## src/hw/tcc_pkg.sv

```systemverilog
// Constants, register map and carrier types of the 16-bit timer counter core.
// Assumes one system clock and a classic Wishbone master with 8-bit register data.
package tcc_pkg;

  // ****************************************************************
  // Register map, byte addresses
  // ****************************************************************
  localparam int         ADDR_W        = 8;
  localparam logic [7:0] OFS_CTRL_A    = 8'h00;
  localparam logic [7:0] OFS_CTRL_B    = 8'h04;
  localparam logic [7:0] OFS_COUNT_LO  = 8'h08;
  localparam logic [7:0] OFS_COUNT_HI  = 8'h0c;
  localparam logic [7:0] OFS_CAPT_LO   = 8'h10;
  localparam logic [7:0] OFS_CAPT_HI   = 8'h14;
  localparam logic [7:0] OFS_CMPA_LO   = 8'h18;
  localparam logic [7:0] OFS_CMPA_HI   = 8'h1c;
  localparam logic [7:0] OFS_CMPB_LO   = 8'h20;
  localparam logic [7:0] OFS_CMPB_HI   = 8'h24;
  localparam logic [7:0] OFS_FLAGS     = 8'h28;
  localparam logic [7:0] OFS_IRQ_EN    = 8'h2c;
  localparam logic [7:0] OFS_CMP_CTRL  = 8'h30;

  // ****************************************************************
  // Field positions
  // ****************************************************************
  localparam int BIT_OVF      = 0;
  localparam int BIT_CAPT     = 5;
  localparam int BIT_CMP_SEL  = 2;
  localparam int BIT_CMP_OUT  = 5;
  localparam int BIT_EDGE_SEL = 6;
  localparam int BIT_FILT_EN  = 7;
  localparam int CS_LSB       = 0;
  localparam int WGM_HI_LSB   = 3;
  localparam int WGM_LO_LSB   = 0;

  // ****************************************************************
  // Counting constants
  // ****************************************************************
  localparam logic [15:0] TOP_8BIT   = 16'h00ff;
  localparam logic [15:0] TOP_9BIT   = 16'h01ff;
  localparam logic [15:0] TOP_10BIT  = 16'h03ff;
  localparam logic [15:0] TOP_MAX    = 16'hffff;
  localparam logic [15:0] BOTTOM_VAL = 16'h0000;
  localparam int          FILT_LEN   = 4;

  // ****************************************************************
  // Types
  // ****************************************************************
  typedef enum logic {DIR_UP = 1'b0, DIR_DOWN = 1'b1} tcc_dir_t;

  typedef struct packed {
    logic        cyc;
    logic        stb;
    logic        we;
    logic [7:0]  adr;
    logic [3:0]  sel;
    logic [31:0] dat;
  } tcc_wb_req_t;

  typedef struct packed {
    logic        ack;
    logic [31:0] dat;
  } tcc_wb_rsp_t;

  typedef struct packed {
    logic [15:0] count;
    logic [7:0]  temp;
    logic [15:0] capture;
    logic [15:0] cmp_a;
    logic [15:0] cmp_b;
    logic [7:0]  ctrl_a;
    logic [7:0]  ctrl_b;
    logic        cmp_sel;
    tcc_dir_t    dir;
    logic        ovf_flag;
    logic        cap_flag;
    logic        ovf_ie;
    logic        cap_ie;
    logic [1:0]  ext_sync;
    logic        ext_prev;
    logic [1:0]  pin_sync;
    logic [1:0]  cmp_sync;
    logic [3:0]  filt_shift;
    logic        filt_out;
    logic        det_prev;
    logic        ack;
    logic [31:0] dat;
  } tcc_state_t;

  localparam tcc_state_t STATE_RST = '0;

endpackage

```

## src/hw/tcc_core.sv

```systemverilog
// 16-bit timer counter with shared high-byte latch, clock select and input capture.
// Assumes a classic Wishbone master on mclk and prescaler taps from the same clock.
//
// Design decisions made here: the Wishbone register port and the address map.
`timescale 1ns/1ps
module tcc_core (
  input  wire logic                mclk,
  input  wire logic                sys_rst,
  input  wire logic                clk_en,
  input  wire tcc_pkg::tcc_wb_req_t wb_req,
  output tcc_pkg::tcc_wb_rsp_t     wb_rsp,
  input  wire logic [3:0]          presc_taps,
  input  wire logic                external_count_pin,
  input  wire logic                capture_pin,
  input  wire logic                comparator_output,
  input  wire logic                ovf_irq_ack,
  input  wire logic                cap_irq_ack,
  output logic                     ovf_irq,
  output logic                     cap_irq,
  output logic                     count_bottom,
  output logic                     count_top,
  output logic [15:0]              compare_value_a,
  output logic [15:0]              compare_value_b,
  output logic [3:0]               waveform_mode_select
);
  import tcc_pkg::*;

  // ****************************************************************
  // State and decoded controls
  // ****************************************************************
  tcc_state_t  state_reg;
  tcc_state_t  state_next;
  logic [3:0]  wgm;
  logic [2:0]  clock_source_select;
  logic [15:0] top_val;
  logic        dual_slope;
  logic        ctc_mode;
  logic        icr_top;
  logic        timer_tick;
  logic        ext_rise;
  logic        ext_fall;
  logic        cap_src;
  logic        det_in;
  logic        capture_trig;
  logic        bus_req;
  logic        bus_wr;
  logic        bus_rd;
  logic [7:0]  wdat;
  logic [7:0]  rd_byte;
  logic        wr_count_lo;
  logic        rd_count_lo;
  logic        rd_capt_lo;
  logic        ovf_set;
  logic        ovf_clr;
  logic        cap_clr;
  logic [3:0]  filt_win;

  assign wgm = {state_reg.ctrl_b[WGM_HI_LSB +: 2], state_reg.ctrl_a[WGM_LO_LSB +: 2]};
  assign clock_source_select = state_reg.ctrl_b[CS_LSB +: 3];
  assign waveform_mode_select = wgm;
  assign compare_value_a = state_reg.cmp_a;
  assign compare_value_b = state_reg.cmp_b;

  always_comb begin
    case (wgm)
      4'h1, 4'h5: top_val = TOP_8BIT;
      4'h2, 4'h6: top_val = TOP_9BIT;
      4'h3, 4'h7: top_val = TOP_10BIT;
      4'h4, 4'h9, 4'hb, 4'hf: top_val = state_reg.cmp_a;
      4'h8, 4'ha, 4'hc, 4'he: top_val = state_reg.capture;
      default: top_val = TOP_MAX;
    endcase
  end

  assign dual_slope = (wgm inside {4'h1, 4'h2, 4'h3, 4'h8, 4'h9, 4'ha, 4'hb});
  assign ctc_mode   = (wgm == 4'h4) || (wgm == 4'hc);
  assign icr_top    = (wgm inside {4'h8, 4'ha, 4'hc, 4'he});

  assign count_bottom = (state_reg.count == BOTTOM_VAL);
  assign count_top    = (state_reg.count == top_val);

  // ****************************************************************
  // Tick selection
  // ****************************************************************
  // The external pin is only read after its second sync stage.
  assign ext_rise = state_reg.ext_sync[1] & ~state_reg.ext_prev;
  assign ext_fall = ~state_reg.ext_sync[1] & state_reg.ext_prev;

  always_comb begin
    case (clock_source_select)
      3'h0: timer_tick = 1'b0;
      3'h1: timer_tick = 1'b1;
      3'h2: timer_tick = presc_taps[0];
      3'h3: timer_tick = presc_taps[1];
      3'h4: timer_tick = presc_taps[2];
      3'h5: timer_tick = presc_taps[3];
      3'h6: timer_tick = ext_fall;
      default: timer_tick = ext_rise;
    endcase
  end

  // ****************************************************************
  // Capture path
  // ****************************************************************
  // Switching the source can look like an edge; software clears the flag after.
  assign cap_src = state_reg.cmp_sel ? state_reg.cmp_sync[1] : state_reg.pin_sync[1];
  // The window holds the present sample and three older ones, so the delay is exactly four.
  assign filt_win = {state_reg.filt_shift[2:0], cap_src};
  assign det_in  = state_reg.ctrl_b[BIT_FILT_EN] ? state_reg.filt_out : cap_src;
  assign capture_trig = ~icr_top &&
    (state_reg.ctrl_b[BIT_EDGE_SEL] ? (det_in & ~state_reg.det_prev)
                                    : (~det_in & state_reg.det_prev));

  // ****************************************************************
  // Bus decode
  // ****************************************************************
  assign bus_req = wb_req.cyc & wb_req.stb & ~state_reg.ack;
  assign bus_wr  = bus_req & wb_req.we & wb_req.sel[0];
  assign bus_rd  = bus_req & ~wb_req.we;
  assign wdat    = wb_req.dat[7:0];
  assign wr_count_lo = bus_wr && (wb_req.adr == OFS_COUNT_LO);
  assign rd_count_lo = bus_rd && (wb_req.adr == OFS_COUNT_LO);
  assign rd_capt_lo  = bus_rd && (wb_req.adr == OFS_CAPT_LO);

  always_comb begin
    if (wb_req.adr == OFS_CTRL_A) begin
      rd_byte = state_reg.ctrl_a;
    end else if (wb_req.adr == OFS_CTRL_B) begin
      rd_byte = state_reg.ctrl_b;
    end else if (wb_req.adr == OFS_COUNT_LO) begin
      rd_byte = state_reg.count[7:0];
    end else if (wb_req.adr == OFS_COUNT_HI || wb_req.adr == OFS_CAPT_HI) begin
      rd_byte = state_reg.temp;
    end else if (wb_req.adr == OFS_CAPT_LO) begin
      rd_byte = state_reg.capture[7:0];
    end else if (wb_req.adr == OFS_CMPA_LO) begin
      rd_byte = state_reg.cmp_a[7:0];
    end else if (wb_req.adr == OFS_CMPA_HI) begin
      rd_byte = state_reg.cmp_a[15:8];
    end else if (wb_req.adr == OFS_CMPB_LO) begin
      rd_byte = state_reg.cmp_b[7:0];
    end else if (wb_req.adr == OFS_CMPB_HI) begin
      rd_byte = state_reg.cmp_b[15:8];
    end else if (wb_req.adr == OFS_FLAGS) begin
      rd_byte = 8'h00;
      rd_byte[BIT_OVF]  = state_reg.ovf_flag;
      rd_byte[BIT_CAPT] = state_reg.cap_flag;
    end else if (wb_req.adr == OFS_IRQ_EN) begin
      rd_byte = 8'h00;
      rd_byte[BIT_OVF]  = state_reg.ovf_ie;
      rd_byte[BIT_CAPT] = state_reg.cap_ie;
    end else if (wb_req.adr == OFS_CMP_CTRL) begin
      rd_byte = 8'h00;
      rd_byte[BIT_CMP_SEL] = state_reg.cmp_sel;
      rd_byte[BIT_CMP_OUT] = state_reg.cmp_sync[1];
    end else begin
      rd_byte = 8'h00;
    end
  end

  assign ovf_clr = ovf_irq_ack | (bus_wr && wb_req.adr == OFS_FLAGS && wdat[BIT_OVF]);
  assign cap_clr = cap_irq_ack | (bus_wr && wb_req.adr == OFS_FLAGS && wdat[BIT_CAPT]);

  // ****************************************************************
  // Next state
  // ****************************************************************
  always_comb begin
    state_next = state_reg;
    ovf_set = 1'b0;
    if (clk_en) begin
      // Synchronisers: the first stage feeds only the second.
      state_next.ext_sync = {state_reg.ext_sync[0], external_count_pin};
      state_next.pin_sync = {state_reg.pin_sync[0], capture_pin};
      state_next.cmp_sync = {state_reg.cmp_sync[0], comparator_output};
      state_next.ext_prev = state_reg.ext_sync[1];
      state_next.filt_shift = {state_reg.filt_shift[2:0], cap_src};
      if (&filt_win) begin
        state_next.filt_out = 1'b1;
      end else if (~|filt_win) begin
        state_next.filt_out = 1'b0;
      end
      if (!icr_top) begin
        state_next.det_prev = det_in;
      end
      // Counter: a bus write wins over any count in the same cycle.
      if (wr_count_lo) begin
        state_next.count = {state_reg.temp, wdat};
      end else if (timer_tick) begin
        if (!dual_slope) begin
          if (state_reg.count == top_val) begin
            state_next.count = BOTTOM_VAL;
          end else begin
            state_next.count = state_reg.count + 16'h0001;
          end
          ovf_set = ctc_mode ? (state_reg.count == TOP_MAX)
                             : (state_reg.count == top_val);
        end else if (state_reg.dir == DIR_UP) begin
          if (state_reg.count >= top_val) begin
            state_next.dir = DIR_DOWN;
            state_next.count = state_reg.count - 16'h0001;
          end else begin
            state_next.count = state_reg.count + 16'h0001;
          end
        end else begin
          if (state_reg.count == BOTTOM_VAL) begin
            state_next.dir = DIR_UP;
            state_next.count = state_reg.count + 16'h0001;
            ovf_set = 1'b1;
          end else begin
            state_next.count = state_reg.count - 16'h0001;
          end
        end
      end
      // Flags: a hardware set in the clear cycle is kept.
      state_next.ovf_flag = (state_reg.ovf_flag & ~ovf_clr) | ovf_set;
      state_next.cap_flag = (state_reg.cap_flag & ~cap_clr) | capture_trig;
      if (rd_count_lo) begin
        state_next.temp = state_reg.count[15:8];
      end else if (rd_capt_lo) begin
        state_next.temp = state_reg.capture[15:8];
      end
      if (bus_wr) begin
        if (wb_req.adr == OFS_CTRL_A) begin
          state_next.ctrl_a = wdat;
        end else if (wb_req.adr == OFS_CTRL_B) begin
          state_next.ctrl_b = wdat;
        end else if (wb_req.adr == OFS_COUNT_HI || wb_req.adr == OFS_CAPT_HI ||
                     wb_req.adr == OFS_CMPA_HI || wb_req.adr == OFS_CMPB_HI) begin
          state_next.temp = wdat;
        end else if (wb_req.adr == OFS_CMPA_LO) begin
          state_next.cmp_a = {state_reg.temp, wdat};
        end else if (wb_req.adr == OFS_CMPB_LO) begin
          state_next.cmp_b = {state_reg.temp, wdat};
        end else if (wb_req.adr == OFS_IRQ_EN) begin
          state_next.ovf_ie = wdat[BIT_OVF];
          state_next.cap_ie = wdat[BIT_CAPT];
        end else if (wb_req.adr == OFS_CMP_CTRL) begin
          state_next.cmp_sel = wdat[BIT_CMP_SEL];
        end
      end
      // Capture wins over a bus write to the capture register.
      if (capture_trig) begin
        state_next.capture = state_reg.count;
      end else if (bus_wr && icr_top && wb_req.adr == OFS_CAPT_LO) begin
        state_next.capture = {state_reg.temp, wdat};
      end
      state_next.ack = bus_req;
      if (bus_req) begin
        state_next.dat = {24'h000000, rd_byte};
      end
    end
  end

  always_ff @(posedge mclk) begin
    if (sys_rst) begin
      state_reg <= STATE_RST;
    end else begin
      state_reg <= state_next;
    end
  end

  assign wb_rsp.ack = state_reg.ack;
  assign wb_rsp.dat = state_reg.dat;
  assign ovf_irq = state_reg.ovf_flag & state_reg.ovf_ie;
  assign cap_irq = state_reg.cap_flag & state_reg.cap_ie;
endmodule

```

## config.mk

```make
export PLATFORM = sky130hd
export DESIGN_NAME = tcc_core
export DESIGN_NICKNAME = d
export VERILOG_FILES = /design/src/hw/tcc_pkg.sv /design/src/hw/tcc_core.sv
export SDC_FILE = /design/constraint.sdc
export NUM_CORES = 1
export LEC_CHECK = 0
export BUFFER_PORTS_ARGS = -buffer_cell sky130_fd_sc_hd__buf_2
export CAP_MARGIN = 0
export CORE_MARGIN = 3
export CORE_UTILIZATION = 40
export CTS_BUF_LIST = sky130_fd_sc_hd__clkbuf_8
export CTS_CLUSTER_DIAMETER = 50
export CTS_CLUSTER_SIZE = 25
export DETAILED_ROUTE_END_ITERATION = 10
export PLACE_DENSITY_LB_ADDON = 0.25
export SYNTH_ARGS = -nofsm -noshare
export SYNTH_HDL_FRONTEND = slang
export SYNTH_SLANG_ARGS = --single-unit
```

## constraint.sdc

```tcl
create_clock -name mclk -period 6.2 [get_ports mclk]
set_clock_uncertainty 0.2 [all_clocks]
set_input_delay 0 -clock mclk [delete_from_list [all_inputs] [get_ports mclk]]
set_output_delay 0 -clock mclk [all_outputs]
set_load 0.01 [all_outputs]
```

==> results of run 1 <==
-- synthesized netlist by cell type, types with 9 or more instances --
| master | count |
|---|---|
| nor2_1 | 150 |
| dfxtp_1 | 115 |
| buf_4 | 77 |
| mux2i_1 | 76 |
| a21oi_1 | 64 |
| nand2_1 | 57 |
| a211oi_1 | 35 |
| clkbuf_1 | 31 |
| nand3_1 | 24 |
| nor3_1 | 24 |
| o21ai_0 | 24 |
| inv_1 | 21 |
| ha_1 | 19 |
| buf_2 | 15 |
| a221oi_1 | 10 |
| a311oi_1 | 10 |
| a222oi_1 | 9 |
| a22o_1 | 9 |
| a31oi_1 | 9 |
-- metrics by stage --
step                      instance area [um2]   util  hold slack, ps  instances  worst slack (ps)
final                                    8550  0.452            40.2       1253              1330
after global routing                     8550  0.452            41.8       1253              1110
after CTS                                8550  0.452            26.4       1253              1520
after detailed placement                 7800  0.413            41.8       1189              1540
after floorplan                          7870      -           -64.0        975              2520
after global placement                   7800  0.413            37.8       1189              1610
-- timing repair --
item	CTS	global route
hold buffers	32	0
endpoints found under the setup margin	0	0
hold endpoints to repair	77	0
-- routing by layer --
metal,wire [um],track usage
met1,11600,0.347
met3,2370,0.0483
met5,0,0
met2,11300,0.357
met4,494,0.0689
-- worst max-delay path, cell delays in order, from the launching register on --
cell and delay (ps):
dfxtp_1 650, inv_1 230, nor2_1 840, nor2_1 290, nor2_1 180, ha_1 170, nand4_1 200, nor4_4 410
a211oi_2 120, nand2_1 120, nand3_1 380, o41ai_1 600, a221oi_1 140, o31ai_1 230
-- worst paths after layout --
| path | start | slack, ps | end |
|---|---|---|---|
| setup reg to reg | waveform_mode_select[3] | 1330 | state_reg[139] |
| hold / removal | wb_req[37] | 40 | state_reg[49] |
| hold reg to reg | wb_rsp[5] | 260 | wb_rsp[5] |
| setup / recovery | waveform_mode_select[3] | 1330 | state_reg[139] |
-- final cells by class --
class,instances,area [um2],share of cell area
Clock buffer,17,234,0.0274
Clock inverter,15,186,0.0218
Inverter,21,78.8,0.00922
Multi-Input combinational cell,709,4670,0.546
Sequential cell,115,2300,0.269
Tap cell,260,325,0.0381
Timing Repair Buffer,116,753,0.0881
-- power groups by stage --
stage / combinational [W] / clock (W) / sequential, W
final: 0.000117 / 0.000777 / 0.000763
after floorplan: 0.0000790 / 0 / 0.000771
after CTS: 0.000115 / 0.000783 / 0.000762
after global routing: 0.000127 / 0.000818 / 0.000763
after global placement: 0.0000998 / 0 / 0.000780
after detailed placement: 0.000101 / 0 / 0.000780
-- kinds of logic after synthesis --
logic type | Yosys count | share of synthesized area
compound gates | 227 | 0.206
xor+xnor | 13 | 0.0146
fa+ha+maj | 19 | 0.0305
buf+inv | 151 | 0.117
flops | 115 | 0.296
mux | 78 | 0.101
other cells | 1 | 0.000482
simple gates | 348 | 0.235
==> reports/results.txt, run 1 <==
Status: complete, no violations
Initial antenna violation count: 0
Avg WL per Cell: 20.6 um
Startpoint types: flop
Die area: 21200 um2
Sequential element share of the synthesized area: 0.296
Initial Util: 0.412
HP Class: input pin to flop
Area leader, netlist: dfxtp_1
GRT overflow: 0
First-pass GRT wire length: 39.7 mm
Sw frac: 0.295
Peak supply drop: 154 uV
Tmin final: 4870 ps
Total Routing Usage GR: 0.238
Int Pwr: 0.00117 W
Worst-Skew Late Latency: 480 ps
Synthesized area per cell: 8.17 um2
TritonCTS clock tree: done
Min-Delay Path Depth: 6
Post-cts sizing count: 0
Fillers: 1934
Net Sw Power: 0.000489 W
Setup_tns: 0 ps
Seq cells post-synth: 115
Count of cell types in the netlist: 84
Depth of the worst register-to-register path: 13
Ranking of synthesized cells by area: dfxtp_1, mux2i_1, buf_4
Most common cell after layout, fill and taps aside: nor2_1
Most frequent cells in the layout: nor2_1, dfxtp_1, buf_2
Vias after detailed routing: 7295
Maxcap violations: 0
Pwr Density: 194 nW/um2
Arr. time, crit path: 5060 ps
Crit-path max FO: 15
Clk pwr share: 0.469
Num CTS Buffers: 17
CP Class: flop to flop
Max FFs per register: 64
Hold Violations, Final: 0
Share of layout cells above drive strength 1: 0.162
Vias in the first global route: 6598
Pwr Total: 0.00166 W
Asr flop ratio synth: 0
Postcts setup bufs: 0
Mapped Area: 7780 um2
FMAX: 205 MHz
Unrepaired setup endpoints after global routing: false
Worst Max-Slew Pin Slew: 1200 ps
Num ports: 132
Number of diodes: 0
CP Capture Type: flop
Routed wire length: 25.8 mm
GP Congestion: 0.914
Post-synth top area share: 0.296
Pre-antenna DRT Iters: 10
Final setup vio count: 0
Rows: 50
Port buffer count: 80
Comb pwr share: 0.070
P_leak: 3.33 nW
DR iter-0 viols: 812
CTS root buf: clkbuf_8
Relative slew slack: 0.198
Final Max Slew Viols: 0
Req. time, crit path: 6390 ps
Syn. warnings: 0
Die Wd: 145 um
Clk sinks: 115
Nets: 1058
Die Ht: 145 um
Largest net degree at the start of global routing: 93
Clk buf depth: 2
Synth Flop Type: dfxtp_1
Syn-to-layout area delta: 9.81%
EDFF count, synth: 0
H-tree depth: 4
Core area: 18900 um2
Antenna violation net count after detailed routing: 0
Via-per-instance ratio: 5.82
Drt drc: 0
Crit share post-route: 0.785
Sequential Power Share: 0.461
Cells after Synth: 952
Dpl hpwl: 17.8 mm
CTS clock-pin slew for the worst setup and hold paths: 90 ps
(Power assumes the default switching activity.)
==> run 2, diff against run 1 <==
Settings changed: ABC_AREA set to 1.
Clock period 6.2 ns to 4.1 ns, I/O delays scaled along.
==> run 2 against run 1 <==
  * First-iteration DRC count up 19%
  * Routed wire length up 4.9%
  * Largest cell class unchanged
  * Critical endpoint is now state_reg[129]
  * Design area up 3.2%
==> reports/results.txt, run 2 <==
Routed wire length: 27.0 mm (+4.9%)
Syn-to-layout area delta: 10.2%
DR iter-0 viols: 967 (+19%)
Vias in the first global route: 7268 (+10%)
Die Ht: 147 um (+1.3%)
Unrepaired setup endpoints after global routing: false
Total Routing Usage GR: 0.246 (+0.00797)
Post-route setup slack: 449 ps (-883 ps)
FMAX: 274 MHz (+33%)
Startpoint types: flop
H-tree depth: 4 (unchanged)
Area leader, netlist: dfxtp_1
Tmin final: 3650 ps (-1220 ps)
Worst Max-Slew Pin Slew: 847 ps (-357 ps)
First-pass GRT wire length: 41.7 mm (+5.1%)
Pre-CTS WS: 402 ps (-1140 ps)
Number of diodes: 0 (unchanged)
Clk sinks: 115 (unchanged)
Most frequent cells in the layout: nand2_1, nor2_1, dfxtp_1
Relative slew slack: 0.436 (+0.238)
Asr flop ratio synth: 0 (unchanged)
Met3 GRT Util: 0.0527 (+0.00446)
EDFF count, synth: 0 (unchanged)
Count leader, synth: nand2_1
Synthesized area per cell: 6.68 um2 (-18%)
Antenna violation net count after detailed routing: 0 (unchanged)
Arr. time, crit path: 3740 ps (-1320 ps)
Depth of the worst register-to-register path: 21 (+8)
GP Congestion: 0.924 (+1.1%)
Busiest grt layer: met2
Status: complete, no violations
Multi-input gate area: 4510 um2 (-3.2%)
TritonCTS clock tree: done
Maxcap violations: 0 (unchanged)
Hold Violations, Final: 0 (unchanged)
Register area: 2300 um2 (unchanged)
Largest net degree at the start of global routing: 49 (-47%)
Die Wd: 147 um (+1.3%)
Ranking of synthesized cells by area: dfxtp_1, nand2_1, a21oi_1
Nets: 1321 (+25%)
CP Capture Type: flop
Pre-antenna DRT Iters: 5 (-5)
Req. time, crit path: 4190 ps (-2200 ps)
P_leak: 4.02 nW (+20%)
Synth Flop Type: dfxtp_1
Setup_tns: 0 ps (unchanged)
Cells after Synth: 1198 (+26%)
Met2 Usage GRT: 0.381 (+0.0238)
Count of cell types in the netlist: 54 (-36%)
Met1 GRT Util: 0.341 (-0.00538)
HP Class: input pin to flop
GRT overflow: 0 (unchanged)
CP Class: flop to flop
Max FFs per register: 64 (unchanged)
Final Max Slew Viols: 0 (unchanged)
Crit share post-route: 0.890 (+0.105)
Share of layout cells above drive strength 1: 0.157 (-0.00504)
Mapped Area: 8000 um2 (+2.8%)
CTS clock-pin slew for the worst setup and hold paths: 70 ps (-20 ps)
Die area: 21700 um2 (+2.7%)
Most common cell after layout, fill and taps aside: nand2_1
Drt drc: 0 (unchanged)
Pwr Density: 275 nW/um2 (+42%)
Final setup vio count: 0 (unchanged)
Num ports: 132 (unchanged)
Num CTS Buffers: 17 (unchanged)
Clk buf depth: 2 (unchanged)
Rows: 51 (+2.0%)
Sequential element share of the synthesized area: 0.288 (-0.00814)
Vias after detailed routing: 8069 (+11%)
Port buffer count: 80 (unchanged)
Via-per-instance ratio: 5.31 (-8.8%)
Worst-Skew Late Latency: 450 ps (-30 ps)
Fillers: 2097 (+8.4%)
Dpl hpwl: 19.7 mm (+10%)
Syn. warnings: 0 (unchanged)
Core area: 19600 um2 (+3.7%)
Avg WL per Cell: 17.8 um (-14%)
Initial antenna violation count: 0 (unchanged)
Seq cells post-synth: 115 (unchanged)
CTS root buf: clkbuf_8
Crit-path max FO: 11 (-4)
Initial Util: 0.409 (-0.00341)
Peak supply drop: 153 uV (-0.44%)
Post-synth top area share: 0.288 (-0.00814)
Top post-synthesis cells by count: nand2_1, nor2_1, dfxtp_1
Min-Delay Path Depth: 7 (+1)
-- run 2: changes by cell type in the layout (fill, tap and decap cells not counted), moves of 17 or more --
cell	previous run	this run
nor2_1	150	128
o21ai_1	5	22
a21oi_1	63	113
mux2i_1	76	0
nand2_1	57	232
a211oi_1	35	8
inv_2	0	20
o21ai_0	24	94
nand3_1	24	64
inv_1	21	109
-- run 2: where the power goes --
part | leakage [nW] | internal, W | total [W] | switching (W)
clock network | 0.197 | 0.000583 | 0.00107 | 0.000486
logic | 2.89 | 0.0000652 | 0.000200 | 0.000135
registers | 0.931 | 0.00114 | 0.00115 | 0.0000149
-- run 2: metrics by stage --
stage / hold slack, ps / utilization / instances / total power [W] / instance area, um2
floorplan: -65.1 / - / 1221 / 0.00130 / 8090
global placement: 24.4 / 0.412 / 1454 / 0.00135 / 8080
detailed placement: 32.6 / 0.412 / 1454 / 0.00135 / 8080
CTS: 1.35 / 0.450 / 1519 / 0.00243 / 8810
global route: 37.5 / 0.450 / 1519 / 0.00252 / 8820
finish: 19.5 / 0.450 / 1519 / 0.00242 / 8820
-- run 2: final timing paths --
kind | startpoint | end | slack [ps]
hold reg to reg | state_reg[42] | state_reg[42] | 260
hold / removal | wb_req[37] | state_reg[51] | 20
setup / recovery | waveform_mode_select[2] | state_reg[129] | 450
setup reg to reg | waveform_mode_select[2] | state_reg[129] | 450
-- run 2: final cells by class --
| class | count | area share |
|---|---|---|
| clock inverters | 13 | 0.0167 |
| clock buffers | 17 | 0.0265 |
| well taps | 265 | 0.0376 |
| repair buffers | 123 | 0.0920 |
| inverters | 127 | 0.0541 |
| flip-flops and latches | 115 | 0.261 |
| multi-input cells | 859 | 0.512 |
-- run 2: cell families after synthesis --
kind of cell | Yosys count | synth area share
xor gates and xnor gates | 24 | 0.0263
and+or+nand+nor | 501 | 0.285
buffers and inverters | 247 | 0.160
AOI/OAI and AO/OA | 291 | 0.211
adders and majority gates | 19 | 0.0297
other | 1 | 0.000469
DFF | 115 | 0.288
-- run 2: routing by layer --
metal	vias to the layer above	wire length, um
met5	-	0
met4	0	681
met3	45	1960
met2	293	12200
met1	3781	12200
li1	3950	-
-- run 2: critical path, cell delays in order, from the launching register on --
cell and delay, ps:
dfxtp_1 440, inv_1 90, o211ai_1 190, o21ai_2 90
nor2_2 320, inv_2 90, nor2_4 220, a221oi_1 100
ha_1 320, nand2_1 50, inv_1 40, nand2_1 70
nor2_2 190, nand2_1 160, nand2_1 100, nor2_1 50
nand2_2 240, nand2_4 170, o21ai_0 180, nand2_1 60
nand2_1 70, a21oi_1 60
-- run 2: timing repair --
action / CTS / global route
hold buffers: 35 / 0
setup buffers: 0 / 0
gates resized for setup: 0 / 2
endpoints found under the hold margin: 87 / 0
setup endpoints to repair: 0 / 10
